## config.mk

```make
export PLATFORM = sky130hd
export DESIGN_NAME = xdata_address_ext_port_sfr
export DESIGN_NICKNAME = d
export VERILOG_FILES = /design/src/hw/xdata_pkg.sv /design/src/hw/fast_port_bank.sv /design/src/hw/xdata_address_ext_port_sfr.sv
export SDC_FILE = /design/constraint.sdc
export NUM_CORES = 1
export LEC_CHECK = 0
export BUFFER_PORTS_ARGS = -buffer_cell sky130_fd_sc_hd__buf_4
export CORE_AREA = 4 4 206 248
export CTS_CLUSTER_SIZE = 28
export DETAILED_ROUTE_END_ITERATION = 12
export DIE_AREA = 0 0 210 252
export PLACE_DENSITY = 0.68
export RECOVER_POWER = 50
export SLEW_MARGIN = 40
export SYNTH_ARGS = -nofsm -noshare
export SYNTH_HDL_FRONTEND = slang
export SYNTH_SLANG_ARGS = --single-unit
```

## constraint.sdc

```tcl
create_clock -name clk -period 6 [get_ports clk]
set_input_delay 1.2 -clock clk [delete_from_list [all_inputs] [get_ports clk]]
set_output_delay 1.2 -clock clk [all_outputs]
set_load 0.03 [all_outputs]
```

## src/hw/xdata_pkg.sv

```systemverilog
package xdata_pkg;
  // Special function register addresses (core-side direct space)
  localparam logic [7:0] PTR_SELECT_ADDR = 8'h86;
  localparam logic [7:0] PTR_A_UPPER_ADDR = 8'h93;
  localparam logic [7:0] PTR_B_UPPER_ADDR = 8'h95;
  localparam logic [7:0] IND_UPPER_ADDR = 8'hea;
  localparam logic [7:0] IND_MIDDLE_ADDR = 8'hb3;
  // Fast port register addresses: base plus 3 * slot
  localparam logic [7:0] FAST_PORT_BASE = 8'hc0;
  localparam int FAST_PORT_COUNT = 9;
  localparam logic [7:0] FAST_OFS_DATA = 8'h00;
  localparam logic [7:0] FAST_OFS_SELECT = 8'h01;
  localparam logic [7:0] FAST_OFS_STATE = 8'h02;
  // Port numbers that carry the fast register set, by slot
  localparam logic [3:0] FAST_PORT_NUM [FAST_PORT_COUNT] =
    '{4'h0, 4'h1, 4'h2, 4'h3, 4'h4, 4'h5, 4'h6, 4'hc, 4'hf};
  localparam int PORT_COUNT = 16;
  // Reset values
  localparam logic [7:0] BYTE_RESET = 8'h00;
  localparam logic PTR_SELECT_RESET = 1'b0;
  // Data space map
  localparam logic [23:0] SRAM_LAST = 24'h001fff;
  localparam logic [23:0] ONCHIP_LAST = 24'h7fffff;
  localparam logic [23:0] EXT_FIRST = 24'h800000;
  // Address source selection for external data moves
  typedef enum logic [1:0] {
    SRC_NONE = 2'b00,
    SRC_POINTER = 2'b01,
    SRC_WORKREG = 2'b10
  } addr_src_t;
  // Decoded target region
  typedef enum logic [1:0] {
    REGION_SRAM = 2'b00,
    REGION_ONCHIP = 2'b01,
    REGION_EXTERNAL = 2'b10
  } region_t;
endpackage : xdata_pkg

```

## src/hw/fast_port_bank.sv

```systemverilog
`timescale 1ns/1ps
// Storage for the fast output data and select bytes of all fast ports
module fast_port_bank (
  input wire logic clk,
  input wire logic resetn,
  input wire logic wr_en,
  input wire logic wr_sel,
  input wire logic [3:0] wr_slot,
  input wire logic [7:0] wr_data,
  input wire logic [3:0] rd_slot,
  input wire logic rd_sel,
  output logic [7:0] rd_data_ff,
  output logic [8*xdata_pkg::FAST_PORT_COUNT-1:0] data_flat,
  output logic [8*xdata_pkg::FAST_PORT_COUNT-1:0] select_flat
);
  logic [7:0] data_mem_ff [xdata_pkg::FAST_PORT_COUNT];
  logic [7:0] select_mem_ff [xdata_pkg::FAST_PORT_COUNT];

  genvar g;
  generate
    for (g = 0; g < xdata_pkg::FAST_PORT_COUNT; g++) begin : g_slot
      always_ff @(posedge clk or negedge resetn) begin
        if (!resetn) begin
          data_mem_ff[g] <= xdata_pkg::BYTE_RESET;
          select_mem_ff[g] <= xdata_pkg::BYTE_RESET;
        end else if (wr_en && wr_slot == 4'(g)) begin
          if (wr_sel) begin
            select_mem_ff[g] <= wr_data;
          end else begin
            data_mem_ff[g] <= wr_data;
          end
        end
      end
      assign data_flat[8*g +: 8] = data_mem_ff[g];
      assign select_flat[8*g +: 8] = select_mem_ff[g];
    end
  endgenerate

  // Registered read port
  always_ff @(posedge clk or negedge resetn) begin
    if (!resetn) begin
      rd_data_ff <= xdata_pkg::BYTE_RESET;
    end else if (rd_slot < 4'(xdata_pkg::FAST_PORT_COUNT)) begin
      rd_data_ff <= rd_sel ? select_mem_ff[rd_slot] : data_mem_ff[rd_slot];
    end else begin
      rd_data_ff <= xdata_pkg::BYTE_RESET;
    end
  end
endmodule : fast_port_bank

```

## src/hw/xdata_address_ext_port_sfr.sv

```systemverilog
`timescale 1ns/1ps
// Contract
// - The pointer select register picks data pointer a or b for all pointer-based instructions.
// - The four extension registers shape the address only during external data moves.
// - A pointer-based external move takes its top address byte from the selected pointer's extension register.
// - A working-register external move takes its top byte from indirect_upper and next byte from indirect_middle.
// - Every external data move produces a full 24-bit address in a 16 MB space.
// - Low addresses decode to on-chip SRAM; the on-chip strobe covers the whole lower half, SRAM addresses included.
// - Addresses in the top half of the space go to the external memory interface.
// - Fast output data registers exist only for ports 0 to 6, 12 and 15 and hold each port's output state.
// - A set fast select bit drives the pin from the matching fast output data bit.
// - A clear fast select bit drives the pin from the hub-side port output data bit.
// - The fast pin state register is read-only and returns the current pin levels.
// - The fast path covers a subset only; the full port registers stay reachable through the peripheral hub.
module xdata_address_ext_port_sfr (
  input wire logic clk,
  input wire logic resetn,
  // Special function register access from the core
  input wire logic sfr_wr,
  input wire logic sfr_rd,
  input wire logic [7:0] sfr_addr,
  input wire logic [7:0] sfr_wdata,
  output logic [7:0] sfr_rdata_ff,
  output logic sfr_hit_ff,
  // Instruction context from the core
  input wire logic [15:0] data_pointer_a,
  input wire logic [15:0] data_pointer_b,
  input wire logic [7:0] working_reg,
  input wire logic ext_move_ptr,
  input wire logic ext_move_reg,
  output logic pointer_select_ff,
  // Formed data space address and target region
  output logic [23:0] xdata_addr_ff,
  output logic xdata_valid_ff,
  output logic sram_sel_ff,
  output logic onchip_sel_ff,
  output logic external_memory_interface_sel_ff,
  // Port pins; the hub side keeps the full register set
  input wire logic [8*xdata_pkg::PORT_COUNT-1:0] hub_port_output_data,
  input wire logic [8*xdata_pkg::PORT_COUNT-1:0] pin_level,
  output logic [8*xdata_pkg::PORT_COUNT-1:0] pin_out_ff
);
  ////////////////////////////////////////////////////////////////////////////
  // Address decode helpers
  function automatic logic [4:0] fast_decode(input logic [7:0] addr);
    logic [7:0] rel;
    logic [7:0] quo;
    logic [3:0] slot;
    logic [1:0] kind;
    rel = addr - xdata_pkg::FAST_PORT_BASE;
    // Range check on the full quotient so high addresses cannot alias low slots
    quo = rel / 8'd3;
    slot = quo[3:0];
    kind = 2'(rel % 8'd3);
    if (addr < xdata_pkg::FAST_PORT_BASE || quo >= 8'(xdata_pkg::FAST_PORT_COUNT)) begin
      fast_decode = {1'b0, 4'hf};
    end else begin
      fast_decode = {1'b1, slot};
    end
    if (kind == 2'd3) begin
      fast_decode = {1'b0, 4'hf};
    end
  endfunction : fast_decode

  function automatic logic [1:0] fast_kind(input logic [7:0] addr);
    logic [7:0] rel;
    rel = addr - xdata_pkg::FAST_PORT_BASE;
    fast_kind = 2'(rel % 8'd3);
  endfunction : fast_kind

  function automatic xdata_pkg::region_t region_of(input logic [23:0] a);
    if (a <= xdata_pkg::SRAM_LAST) begin
      region_of = xdata_pkg::REGION_SRAM;
    end else if (a <= xdata_pkg::ONCHIP_LAST) begin
      region_of = xdata_pkg::REGION_ONCHIP;
    end else begin
      region_of = xdata_pkg::REGION_EXTERNAL;
    end
  endfunction : region_of

  ////////////////////////////////////////////////////////////////////////////
  // Pin input synchroniser
  logic [8*xdata_pkg::PORT_COUNT-1:0] pin_meta_ff;
  logic [8*xdata_pkg::PORT_COUNT-1:0] pin_sync_ff;
  always_ff @(posedge clk or negedge resetn) begin
    if (!resetn) begin
      pin_meta_ff <= '0;
      pin_sync_ff <= '0;
    end else begin
      pin_meta_ff <= pin_level;
      pin_sync_ff <= pin_meta_ff;
    end
  end

  ////////////////////////////////////////////////////////////////////////////
  // Extension and select registers
  logic [7:0] pointer_a_upper_byte_ff;
  logic [7:0] pointer_b_upper_byte_ff;
  logic [7:0] indirect_upper_byte_ff;
  logic [7:0] indirect_middle_byte_ff;

  always_ff @(posedge clk or negedge resetn) begin
    if (!resetn) begin
      pointer_select_ff <= xdata_pkg::PTR_SELECT_RESET;
    end else if (sfr_wr && sfr_addr == xdata_pkg::PTR_SELECT_ADDR) begin
      pointer_select_ff <= sfr_wdata[0];
    end
  end

  always_ff @(posedge clk or negedge resetn) begin
    if (!resetn) begin
      pointer_a_upper_byte_ff <= xdata_pkg::BYTE_RESET;
      pointer_b_upper_byte_ff <= xdata_pkg::BYTE_RESET;
      indirect_upper_byte_ff <= xdata_pkg::BYTE_RESET;
      indirect_middle_byte_ff <= xdata_pkg::BYTE_RESET;
    end else if (sfr_wr) begin
      case (sfr_addr)
        xdata_pkg::PTR_A_UPPER_ADDR: pointer_a_upper_byte_ff <= sfr_wdata;
        xdata_pkg::PTR_B_UPPER_ADDR: pointer_b_upper_byte_ff <= sfr_wdata;
        xdata_pkg::IND_UPPER_ADDR: indirect_upper_byte_ff <= sfr_wdata;
        xdata_pkg::IND_MIDDLE_ADDR: indirect_middle_byte_ff <= sfr_wdata;
        default: ;
      endcase
    end
  end

  ////////////////////////////////////////////////////////////////////////////
  // Data space address formation
  xdata_pkg::addr_src_t src;
  logic [23:0] nxt_xdata_addr;
  always_comb begin
    src = xdata_pkg::SRC_NONE;
    if (ext_move_ptr) begin
      src = xdata_pkg::SRC_POINTER;
    end else if (ext_move_reg) begin
      src = xdata_pkg::SRC_WORKREG;
    end
    case (src)
      xdata_pkg::SRC_POINTER: begin
        nxt_xdata_addr = pointer_select_ff ? {pointer_b_upper_byte_ff, data_pointer_b}
                                           : {pointer_a_upper_byte_ff, data_pointer_a};
      end
      xdata_pkg::SRC_WORKREG: begin
        nxt_xdata_addr = {indirect_upper_byte_ff, indirect_middle_byte_ff, working_reg};
      end
      default: nxt_xdata_addr = xdata_addr_ff;
    endcase
  end

  always_ff @(posedge clk or negedge resetn) begin
    if (!resetn) begin
      xdata_addr_ff <= '0;
      xdata_valid_ff <= 1'b0;
      sram_sel_ff <= 1'b0;
      onchip_sel_ff <= 1'b0;
      external_memory_interface_sel_ff <= 1'b0;
    end else begin
      xdata_addr_ff <= nxt_xdata_addr;
      xdata_valid_ff <= (src != xdata_pkg::SRC_NONE);
      sram_sel_ff <= (src != xdata_pkg::SRC_NONE) && region_of(nxt_xdata_addr) == xdata_pkg::REGION_SRAM;
      onchip_sel_ff <= (src != xdata_pkg::SRC_NONE) &&
                       region_of(nxt_xdata_addr) != xdata_pkg::REGION_EXTERNAL;
      external_memory_interface_sel_ff <= (src != xdata_pkg::SRC_NONE) &&
                                          region_of(nxt_xdata_addr) == xdata_pkg::REGION_EXTERNAL;
    end
  end

  ////////////////////////////////////////////////////////////////////////////
  // Fast port registers
  logic [4:0] dec;
  logic [1:0] kind;
  logic fast_wr;
  logic [7:0] bank_rdata;
  logic [8*xdata_pkg::FAST_PORT_COUNT-1:0] fast_data;
  logic [8*xdata_pkg::FAST_PORT_COUNT-1:0] fast_select;
  assign dec = fast_decode(sfr_addr);
  assign kind = fast_kind(sfr_addr);
  // Pin state is read-only: writes to it are dropped
  assign fast_wr = sfr_wr && dec[4] && kind != 2'(xdata_pkg::FAST_OFS_STATE);

  fast_port_bank u_bank (
    .clk(clk),
    .resetn(resetn),
    .wr_en(fast_wr),
    .wr_sel(kind == 2'(xdata_pkg::FAST_OFS_SELECT)),
    .wr_slot(dec[3:0]),
    .wr_data(sfr_wdata),
    .rd_slot(dec[3:0]),
    .rd_sel(kind == 2'(xdata_pkg::FAST_OFS_SELECT)),
    .rd_data_ff(bank_rdata),
    .data_flat(fast_data),
    .select_flat(fast_select)
  );

  // Pin output mux; ports without fast registers follow the hub side only
  genvar p;
  generate
    for (p = 0; p < xdata_pkg::FAST_PORT_COUNT; p++) begin : g_fast
      localparam int PN = int'(xdata_pkg::FAST_PORT_NUM[p]);
      always_ff @(posedge clk or negedge resetn) begin
        if (!resetn) begin
          pin_out_ff[8*PN +: 8] <= xdata_pkg::BYTE_RESET;
        end else begin
          pin_out_ff[8*PN +: 8] <= (fast_select[8*p +: 8] & fast_data[8*p +: 8]) |
                                   (~fast_select[8*p +: 8] & hub_port_output_data[8*PN +: 8]);
        end
      end
    end
    for (p = 7; p < 12; p++) begin : g_hub_mid
      always_ff @(posedge clk or negedge resetn) begin
        if (!resetn) begin
          pin_out_ff[8*p +: 8] <= xdata_pkg::BYTE_RESET;
        end else begin
          pin_out_ff[8*p +: 8] <= hub_port_output_data[8*p +: 8];
        end
      end
    end
    for (p = 13; p < 15; p++) begin : g_hub_hi
      always_ff @(posedge clk or negedge resetn) begin
        if (!resetn) begin
          pin_out_ff[8*p +: 8] <= xdata_pkg::BYTE_RESET;
        end else begin
          pin_out_ff[8*p +: 8] <= hub_port_output_data[8*p +: 8];
        end
      end
    end
  endgenerate

  ////////////////////////////////////////////////////////////////////////////
  // Read data, two cycles after the read strobe
  logic rd_state_ff;
  logic rd_bank_ff;
  logic [7:0] rd_direct_ff;
  logic [7:0] state_byte_ff;
  logic hit_ff;
  always_ff @(posedge clk or negedge resetn) begin
    if (!resetn) begin
      rd_state_ff <= 1'b0;
      rd_bank_ff <= 1'b0;
      rd_direct_ff <= '0;
      state_byte_ff <= '0;
      hit_ff <= 1'b0;
    end else begin
      rd_state_ff <= dec[4] && kind == 2'(xdata_pkg::FAST_OFS_STATE);
      rd_bank_ff <= dec[4] && kind != 2'(xdata_pkg::FAST_OFS_STATE);
      state_byte_ff <= dec[4] ? pin_sync_ff[8*int'(xdata_pkg::FAST_PORT_NUM[dec[3:0]]) +: 8] : '0;
      hit_ff <= sfr_rd;
      case (sfr_addr)
        xdata_pkg::PTR_SELECT_ADDR: rd_direct_ff <= {7'h00, pointer_select_ff};
        xdata_pkg::PTR_A_UPPER_ADDR: rd_direct_ff <= pointer_a_upper_byte_ff;
        xdata_pkg::PTR_B_UPPER_ADDR: rd_direct_ff <= pointer_b_upper_byte_ff;
        xdata_pkg::IND_UPPER_ADDR: rd_direct_ff <= indirect_upper_byte_ff;
        xdata_pkg::IND_MIDDLE_ADDR: rd_direct_ff <= indirect_middle_byte_ff;
        default: rd_direct_ff <= '0;
      endcase
    end
  end

  // Second stage so the bank read and the direct read line up
  always_ff @(posedge clk or negedge resetn) begin
    if (!resetn) begin
      sfr_rdata_ff <= '0;
      sfr_hit_ff <= 1'b0;
    end else begin
      sfr_hit_ff <= hit_ff;
      if (rd_state_ff) begin
        sfr_rdata_ff <= state_byte_ff;
      end else if (rd_bank_ff) begin
        sfr_rdata_ff <= bank_rdata;
      end else begin
        sfr_rdata_ff <= rd_direct_ff;
      end
    end
  end
endmodule : xdata_address_ext_port_sfr

```

Yosys cells after proc, flatten, opt, wreduce, memory -nomap -nowiden
Memory sizes are Yosys's and may differ from the RTL's.
Index checks and enable logic that the tools add are counted.
{"block": "totals", "ff_bits": 625, "romBits": 64, "in_bits": 318, "output_inout_bits": 166, "word_cells": 189, "n_memories": 1}
{"name": "(no name shown)", "words": 16, "width": 4, "read_ports": 1, "rd_clocked_by_memory_dff": 0, "wr": 0, "line": "xdata_address_ext_port_sfr.sv:246", "source": "state_byte_ff <= dec[4] ? pin_sync_ff[8*int'(xdata_pkg::FAST_PORT_NUM[dec[3:0]]) +: 8] : '0;"}
{"block": "op_classes", "addsub": 1, "n_div": 2, "n_lt_le_gt_ge": 6, "n_eq_ne": 21, "shifts": 1, "n_mux": 22, "bitwise": 38, "reduce_logical": 43}
{"op": "8-bit bitwise AND", "n": 18}
{"op": "128-bit by 8-bit indexed part select with 8-bit output", "n": 1}
{"op": "8-bit 2-to-1 mux", "n": 9}
{"op": "8-bit inverter", "n": 9}
{"op": "8-bit bitwise OR", "n": 9}
{"op": "8-bit binary-select mux with 4-bit select", "n": 2}
{"op": "24-bit case mux with 2 select lines", "n": 1}
{"op": "2-bit AND reduction", "n": 22}
{"op": "8-bit == test (second input constant)", "n": 5}
{"op": "8-bit case mux with 5 select lines", "n": 1}
{"op": "24-bit by 13-bit <= comparator with 1-bit output (second input constant)", "n": 1}
{"op": "24-bit by 23-bit <= comparator with 1-bit output (second input constant)", "n": 1}
{"op": "24-bit 2-to-1 mux", "n": 1}
{"op": "1-bit logical AND", "n": 17}
{"op": "4-bit by 3-bit == test with 1-bit output (second input constant)", "n": 4}
{"op": "5-bit 2-to-1 mux", "n": 2}
{"op": "8-bit by 2-bit divider with 8-bit output (second input constant)", "n": 1}
{"op": "2-bit == test (second input constant)", "n": 4}
{"op": "4-bit by 2-bit == test with 1-bit output (second input constant)", "n": 2}
{"op": "8-bit by 4-bit >= comparator with 1-bit output (second input constant)", "n": 1}
{"op": "8-bit less-than comparator (second input constant)", "n": 1}
{"op": "8-bit by 2-bit modulo with 8-bit output (second input constant)", "n": 1}
{"op": "2-bit 2-to-1 mux", "n": 4}
{"op": "4-bit 2-to-1 mux", "n": 2}
{"op": "other kinds (13)", "n": 15}

Logic depth before layout (Yosys ltp)
Gate-level depths: netlist of run 1.
{"block": "depth", "word_depth": 12, "depth_mapped": 31, "ltp_nobuf": 25}

Modules after synthesis
A second synthesis of run 1 with hierarchy kept.
{"block": "unflattened", "hier_cells": 1439, "area_unflattened_um2": 21334.2}
{"mod": "xdata_address_ext_port_sfr", "instances": 1, "cells_per_inst": 1004, "area_each_um2": 14410.1, "seq_area_each_um2": 9834.4}
{"mod": "fast_port_bank", "instances": 1, "cells_per_inst": 435, "area_each_um2": 6924.1, "seq_area_each_um2": 3803.6}

Worst setup path before layout of run 1
No wires, ideal clock.
{"block": "synth_timing", "path_type": "in2reg", "start": "input port sfr_addr[6]", "end": "register u_bank.data_mem_ff (netlist bit u_bank.data_flat[64])", "setup_time_ns": 0.125, "arrival_ns": 6.742, "required_time_ns": 5.875, "setup_slack_ns": -0.868, "cell_stages": 29, "n_path_buf": 5, "cell_sequence": "buf_6 -> buf_6 -> inv_1 -> ha_1 -> buf_2 -> or4b_4 -> o2111ai_2 -> a211oi_2 -> or2_1 -> nand2_1 -> o21ai_0 -> ha_1 -> a31oi_1 -> nand2_1 -> o22a_1 -> xnor2_1 -> nor2_1 -> ha_1 -> a41oi_1 -> o41ai_1 -> a41o_1 -> or3_1 -> buf_6 -> mux2_4 -> nor2_4 -> nand3_2 -> or3_1 -> buf_6 -> mux2_4"}
{"block": "synth_via", "elab_chain_cells": 10, "elab_cells_between_ends": 17, "classes_between": "1 x add/sub; 2 x div; 2 x order compare; 4 x eq/ne; 2 x mux; 1 x bitwise; 5 x reduce/logical"}
{"element": "start: declaration", "line": "xdata_address_ext_port_sfr.sv:21", "source": "input wire logic [7:0] sfr_addr,"}
{"element": "parallel branches: the longest is 9 deep, another holds 8-bit subtractor"}
{"element": "2-bit AND reduction (no source line) *"}
{"element": "end signal: indexed assignment", "line": "fast_port_bank.sv:24", "source": "data_mem_ff[g] <= xdata_pkg::BYTE_RESET;"}
{"element": "end signal: indexed assignment", "line": "fast_port_bank.sv:30", "source": "data_mem_ff[g] <= wr_data;"}
{"element": "end: declaration", "line": "fast_port_bank.sv:16", "source": "logic [7:0] data_mem_ff [xdata_pkg::FAST_PORT_COUNT];"}
Every way passes the cells marked *.
A chain may end at the register's enable or synchronous reset.

Final worst setup path of run 1
{"block": "layout_timing", "start": "input port sfr_addr[6]", "end": "register u_bank.data_mem_ff (netlist bit u_bank.data_flat[65])"}
The elaborated chain is that of the path after synthesis.

==> metrics, run 1 <==
Worst Setup Start Kind input pin; clock root buffer clkbuf_16; synth top area cells dfrtp_1 (65%), mux2_2 (13%), mux2i_1 (4.4%), nand2_1 (1.5%), nor2_1 (1.1%); Iter 0 DRT Violations 1040; Netlist cell types 86; clock tree buffer depth 3; Die W 210 µm; Post-Synth Simple-Gate Area 6.295%; post-synthesis sequential area ratio 64.74%; final count of pins violating max slew 249; CTS tree yes; count leader, synth dfrtp_1; first-pass GRT wire length 95300 µm; #FFs+latches synth 561; Hold Buf Count CTS 0; max_slew headroom -91.25%; vias per cell 5.280; die height 252 µm; wire length on met2 32660 µm; initial antenna violation count 0; Synth Area per Inst 14.11 µm²; critical path fanouts, max 7; largest net degree at the start of global routing 159; Worst Tran Pin Value 2869 ps; Clock H-tree levels 2; switching power 2093 µW; largest area contributor in the netlist dfrtp_1; Min-Delay Path Class flip-flop to flip-flop; Leak Pwr 0.01401 µW; die area 52920 µm²; Max Freq 170.4 MHz; VDD IR max 0.2486 mV; TritonCTS buffer count 54; met3 WL 4082 µm; Pint 6352 µW; Max Used Layer met4; mapped cell area 21680 µm²; Synthesized Nets 1860; required time worst endpoint 6480 ps; critical path capture point type flip-flop; Clock Power Share 40.8%; Diodes inserted 0; YS warnings 0; Routed WL 63240 µm; ys async rst share 100.0%; drt wl/cell 22.16 µm; Sw Share 24.78%; final clock skew 21.10 ps; post-route DRC violation count 0; Sequential Power Share 47.1%; # rows 89; layout cell share with drive strength beyond 1 47.14%; placed cell count 2729; post-synthesis mux area share 18.15%; core area 48770 µm²; Synth Area in XOR/XNOR 0.3520%; CP Class input pin to flip-flop; worst-skew pair later-pin latency 610 ps; Cells after Synth 1537; Initial Utilization 44.46%; post-route minimum period 5867 ps; outcome finished, violations left; number of antenna-violating nets in the routed design 0; Post-synth EDFFs 0; Commonest cells post-synth dfrtp_1 (561), mux2_2 (252), mux2i_1 (95); Comb power frac 12.2%; MaxCap Viol Count 5; I/O pin count 484; Critical Path AT 6350 ps; failing checks capacitance limit, slew limit; Port-buffer cells 451; clk sinks 561; post-synth top area share 64.74%; Final Hold Fails 0; wire length on met1 25000 µm; complex-gate fraction of the synthesized area 8.217%; gpl congestion 0.8792; fin cells 2854; largest family of logic cells by synthesized area multiplexers; Nets 2496; DP Wirelength 47140 µm; prevailing post-synth register cell dfrtp_1; vias in the first global route 16250; gr ovfl total 0; Reg clk slew, reported paths 60 ps; Post-Synth Adder-Cell Area 0.2885%; pwr/cell area 287.4 nW/µm²; number of iterations in the first detailed-routing pass 5; Hold Slack 333.4 ps; total vias in the final route 15070; final setup vio count 0; GR Util All Layers 23.28%; Final Cycle Share 97.78%; Syn-to-layout area delta 35.52%
==> worst paths after layout <==
kind | from | endpoint | slack (ps) | depth (start not counted)
max | sfr_addr[6] | u_bank.data_flat[65] | 130 | 26
min | pin_meta_ff[0] | pin_sync_ff[0] | 330 | 0
max reg2reg | pointer_select_ff | sram_sel_ff | 3830 | 6
min reg2reg | pin_meta_ff[0] | pin_sync_ff[0] | 330 | 0
max in group asynchronous | resetn | pin_meta_ff[5] | 910 | 4
min in group asynchronous | resetn | xdata_addr_ff[23] | 1530 | 1
==> layout by cell type (no fill, tap or decap), types with 10 or more instances in the layout <==
cell / netlist / layout
a211oi_1: 25 / 24
a21oi_1: 39 / 39
buf_12: 0 / 20
buf_4: 0 / 407
clkbuf_1: 48 / 43
clkbuf_16: 0 / 54
clkbuf_4: 0 / 189
clkinv_2: 0 / 11
dfrtp_1: 561 / 561
mux2_1: 1 / 11
mux2_2: 252 / 241
mux2_4: 9 / 10
mux2i_1: 95 / 92
nand2_1: 84 / 76
nand2b_1: 11 / 11
nand3_1: 12 / 11
nor2_1: 65 / 61
nor2b_1: 30 / 30
nor3_1: 26 / 21
o21ai_0: 35 / 31
o22ai_1: 36 / 29
o31ai_1: 14 / 13
==> registers in the layout, indices dropped and copies added (netlist names), 24 cells and up <==
register and cells:
pin_meta_ff 96, pin_sync_ff 96, pin_out_ff 128, u_bank.select_flat 72, u_bank.data_flat 72, xdata_addr_ff 24
==> layer usage <==
| metal | up-vias | track usage (%) |
|---|---|---|
| met1 | 7632 | 29.29 |
| met2 | 491 | 40.96 |
| met3 | 91 | 5.198 |
| li1 | 6855 | - |
| met4 | 0 | 6.098 |
| met5 | - | 0 |
==> power groups by stage <==
stage	Combinational, µW	Sequential, µW	Clock, µW
after detailed placement	997	4040	0
after global routing	1100	3990	3690
after CTS	1010	3980	3530
final	1030	3970	3440
after global placement	983	4040	0
after floorplan	340	4150	0
==> critical path, stage by stage <==
cell and delay (ps):
buf_4 130, inv_6 60, ha_4 220, nor2b_4 320
o221ai_4 170, a221oi_4 370, nand3_2 120, nand2_1 90
o21ai_1 60, ha_2 200, a31oi_4 230, nand2_2 80
o22a_1 250, xnor2_2 220, nor2_2 70, ha_2 220
a41oi_2 140, o41ai_1 90, a41o_1 230, or3_4 410
mux2_4 340, nor2_4 140, nand3_2 120, or3_4 400
buf_8 160, mux2_4 290
==> what timing repair did <==
| item | 4_1_cts | 5_1_grt |
|---|---|---|
| resized for setup | 7 | 44 |
| setup endpoints to repair | 124 | 160 |
| buffers inserted | 6 | 18 |
| pin swaps | 5 | 16 |
==> per-stage QoR <==
step / area [µm²] / TNS [ps] / total power, µW / util (%) / setup slack (ps)
floorplan: 21920 / -71100 / 4488 / - / -566.8
global placement: 27230 / -95300 / 5023 / 55.83 / -671.2
detailed placement: 27260 / -100860 / 5041 / 55.89 / -723.9
CTS: 29180 / 0 / 8520 / 59.83 / 22.65
global route: 29390 / -1137 / 8774 / 60.25 / -68.59
finish: 29390 / 0 / 8445 / 60.25 / 133.0
==> kinds of logic (layout without fill, tap and decap cells) <==
kind of cell / Yosys count / after routing
buf+inv: 88 / 768
xor+xnor: 7 / 7
compound gates: 245 / 245
fa+ha+maj: 5 / 5
simple gates: 274 / 274
flops: 561 / 561
mux: 357 / 357
==> layout make-up <==
class                           instances  area (µm²)
Clock inverter                         27       306.5
Timing Repair Buffer                  658        5109
Clock buffer                           73        1503
Fill cell                            3907       19390
Tap cell                              637       797.0
Sequential cell                       561       14040
Multi-Input combinational cell        888        7590
Inverter                               10       42.54
(Power assumes the default switching activity.)
==> run 2: changes to the inputs <==
Clock period 6 ns to 5.8 ns, I/O delays scaled along.
==> run 2 against run 1 <==
  * The run ends with capacitance limit, slew limit, setup timing left
  * Via count grew 0.35%
  * Clock power grew 7.6%
  * Wire length grew 0.42%
  * Critical endpoint is now u_bank.data_flat[2]
==> metrics, run 2 (synthesized netlist as in run 1, its figures left out) <==
post-route DRC violation count 0 (unchanged); pwr/cell area 299.0 nW/µm² (+4.1%); clock root buffer clkbuf_16; worst-skew pair later-pin latency 600 ps (about the same); Worst Slack Setup Final -19.06 ps (-152.1 ps); Top delay family on crit path compound AO/OA/AOI/OAI gates; fin cells 2857 (+0.11%); first-pass GRT wire length 94810 µm (-0.52%); Min-Delay Path Class flip-flop to flip-flop; Reg2Reg Setup Slack 3820 ps (about the same); # rows 89 (unchanged); gr ovfl total 0 (unchanged); DP Worst Slack -791.0 ps (-67.11 ps); Clock H-tree levels 2 (unchanged); gpl congestion 0.8853 (+0.69%); outcome finished, violations left; Crit path depth 28 (+7.7%); DP Wirelength 46580 µm (-1.2%); register area 14040 µm² (unchanged); Nets 2499 (+0.12%); Final Cycle Share 100.3%; Multi-input gate area 7714 µm² (+1.6%); Iter 0 DRT Violations 840 (-19%); Critical Path End u_bank.data_flat[2]; final count of pins violating max slew 130 (-48%); Buf/Inv on CP 5 (+2); post-route minimum period 5819 ps; vias in the first global route 16190 (-0.36%); number of flip-flops in the largest register 128 (unchanged); GR Util All Layers 23.11% (-0.17 points); Initial Utilization 44.46% (unchanged); biggest regs pin_out_ff: 128 flops, pin_meta_ff: 96 flops, pin_sync_ff: 96 flops; Worst Tran Pin Value 4679 ps (+1811 ps); critical path capture point type flip-flop; unrepaired setup endpoints after global routing true; total vias in the final route 15120 (+0.35%); Max Freq 171.8 MHz; Worst Setup Start Kind input pin; final setup vio count 13 (+13); Port-buffer cells 451 (unchanged); Hold Buf Count CTS 0 (unchanged); slowest cell delay on critical path 350 ps (-60 ps); Leak Pwr 0.01419 µW (+1.3%); Critical-path top delay cell a221oi_2; number of iterations in the first detailed-routing pass 4 (-1); Syn-to-layout area delta 37.35%; max_slew headroom -212.0% (-120 points); final clock skew 10.98 ps (-10.13 ps); vias per cell 5.293 (+0.24%); Reg with most FFs pin_out_ff; critical path fanouts, max 13 (+6); Die W 210 µm (unchanged); number of antenna-violating nets in the routed design 0 (unchanged); core area 48770 µm² (unchanged); clk sinks 561 (unchanged); MaxCap Viol Count 2 (-3); reg-to-reg endpoint sram_sel_ff; CTS tree yes; Final Hold Fails 0 (unchanged); Worst Reg-to-Reg Cells 6 (unchanged); VDD IR max 0.2704 mV (+8.8%); commonest non-fill, non-tap cells in the layout dfrtp_1 (561), buf_4 (400), mux2_2 (239); placed cell count 2729 (unchanged); Critical Path AT 6290 ps (-60 ps); final instance area 29780 µm² (+1.3%); layout cell share with drive strength beyond 1 48.60% (+1.5 points); final setup TNS -151.2 ps (-151.2 ps); drt wl/cell 22.23 µm (+0.32%); I/O pin count 484 (unchanged); r2r startpoint pointer_select_ff; clock tree buffer depth 3 (unchanged); CP Class input pin to flip-flop; Routed WL 63510 µm (+0.42%); die area 52920 µm² (unchanged); Fillers 3890 (-0.44%); most common cell after layout, fill and taps aside dfrtp_1; TritonCTS buffer count 54 (unchanged); Critical path origin sfr_addr[6]; required time worst endpoint 6280 ps (-200 ps); largest net degree at the start of global routing 158 (-0.63%); failing checks capacitance limit, slew limit, setup timing; initial antenna violation count 2 (+2); Area after DPL 27270 µm² (about the same); die height 252 µm (unchanged); Reg clk slew, reported paths 60 ps (about the same)
run 2: metrics by stage:
stage	hold WS [ps]	util, %	power, µW
finish	341.4	61.06	8906
global route	350.3	61.06	9237
CTS	345.3	60.00	8939
detailed placement	334.7	55.92	5212
global placement	333.1	55.86	5196
floorplan	331.2	-	4643
run 2: layout make-up:
class	instances	area share, %
flip-flops and latches	561	47.14
well taps	637	2.676
multi-input cells	888	25.90
clock inverters	20	0.9537
repair buffers	661	17.76
inverters	10	0.1428
diodes	2	0.01680
clock buffers	78	5.415
run 2: worst min path at each step:
stage	start	endpoint	slack [ps]	cells after the start
after global placement	pin_meta_ff[0]	pin_sync_ff[0]	330	0
after floorplan	pin_meta_ff[0]	pin_sync_ff[0]	330	0
after CTS	pin_meta_ff[49]	pin_sync_ff[49]	350	0
after detailed placement	pin_meta_ff[104]	pin_sync_ff[104]	330	0
final	pin_meta_ff[49]	pin_sync_ff[49]	340	0
after global routing	pin_meta_ff[115]	pin_sync_ff[115]	350	0
run 2: where the power goes:
part	internal (µW)	total (µW)	leakage (µW)	switching, µW
registers	4060	4110	0.00703	56.2
logic	484	1100	0.00623	611
clock network	2200	3700	0.000930	1500
total	6740	8910	0.0142	2170
run 2: repair_timing:
item                                   in CTS  in global routing
endpoints found under the hold margin       0                  0
gates cloned                                0                  3
resized for setup                          11                 88
setup endpoints to repair                 141                160
pin swaps                                   3                 37
setup buffers                               4                 20
run 2: metal layers:
metal  routed length [µm]  GRT usage (%)  up-vias
li1                     -              -     6861
met1                25640          29.44     7688
met2                32480          39.98      481
met3                 3717          5.086       91
met4                 1665          6.770        0
met5                    0              0        -
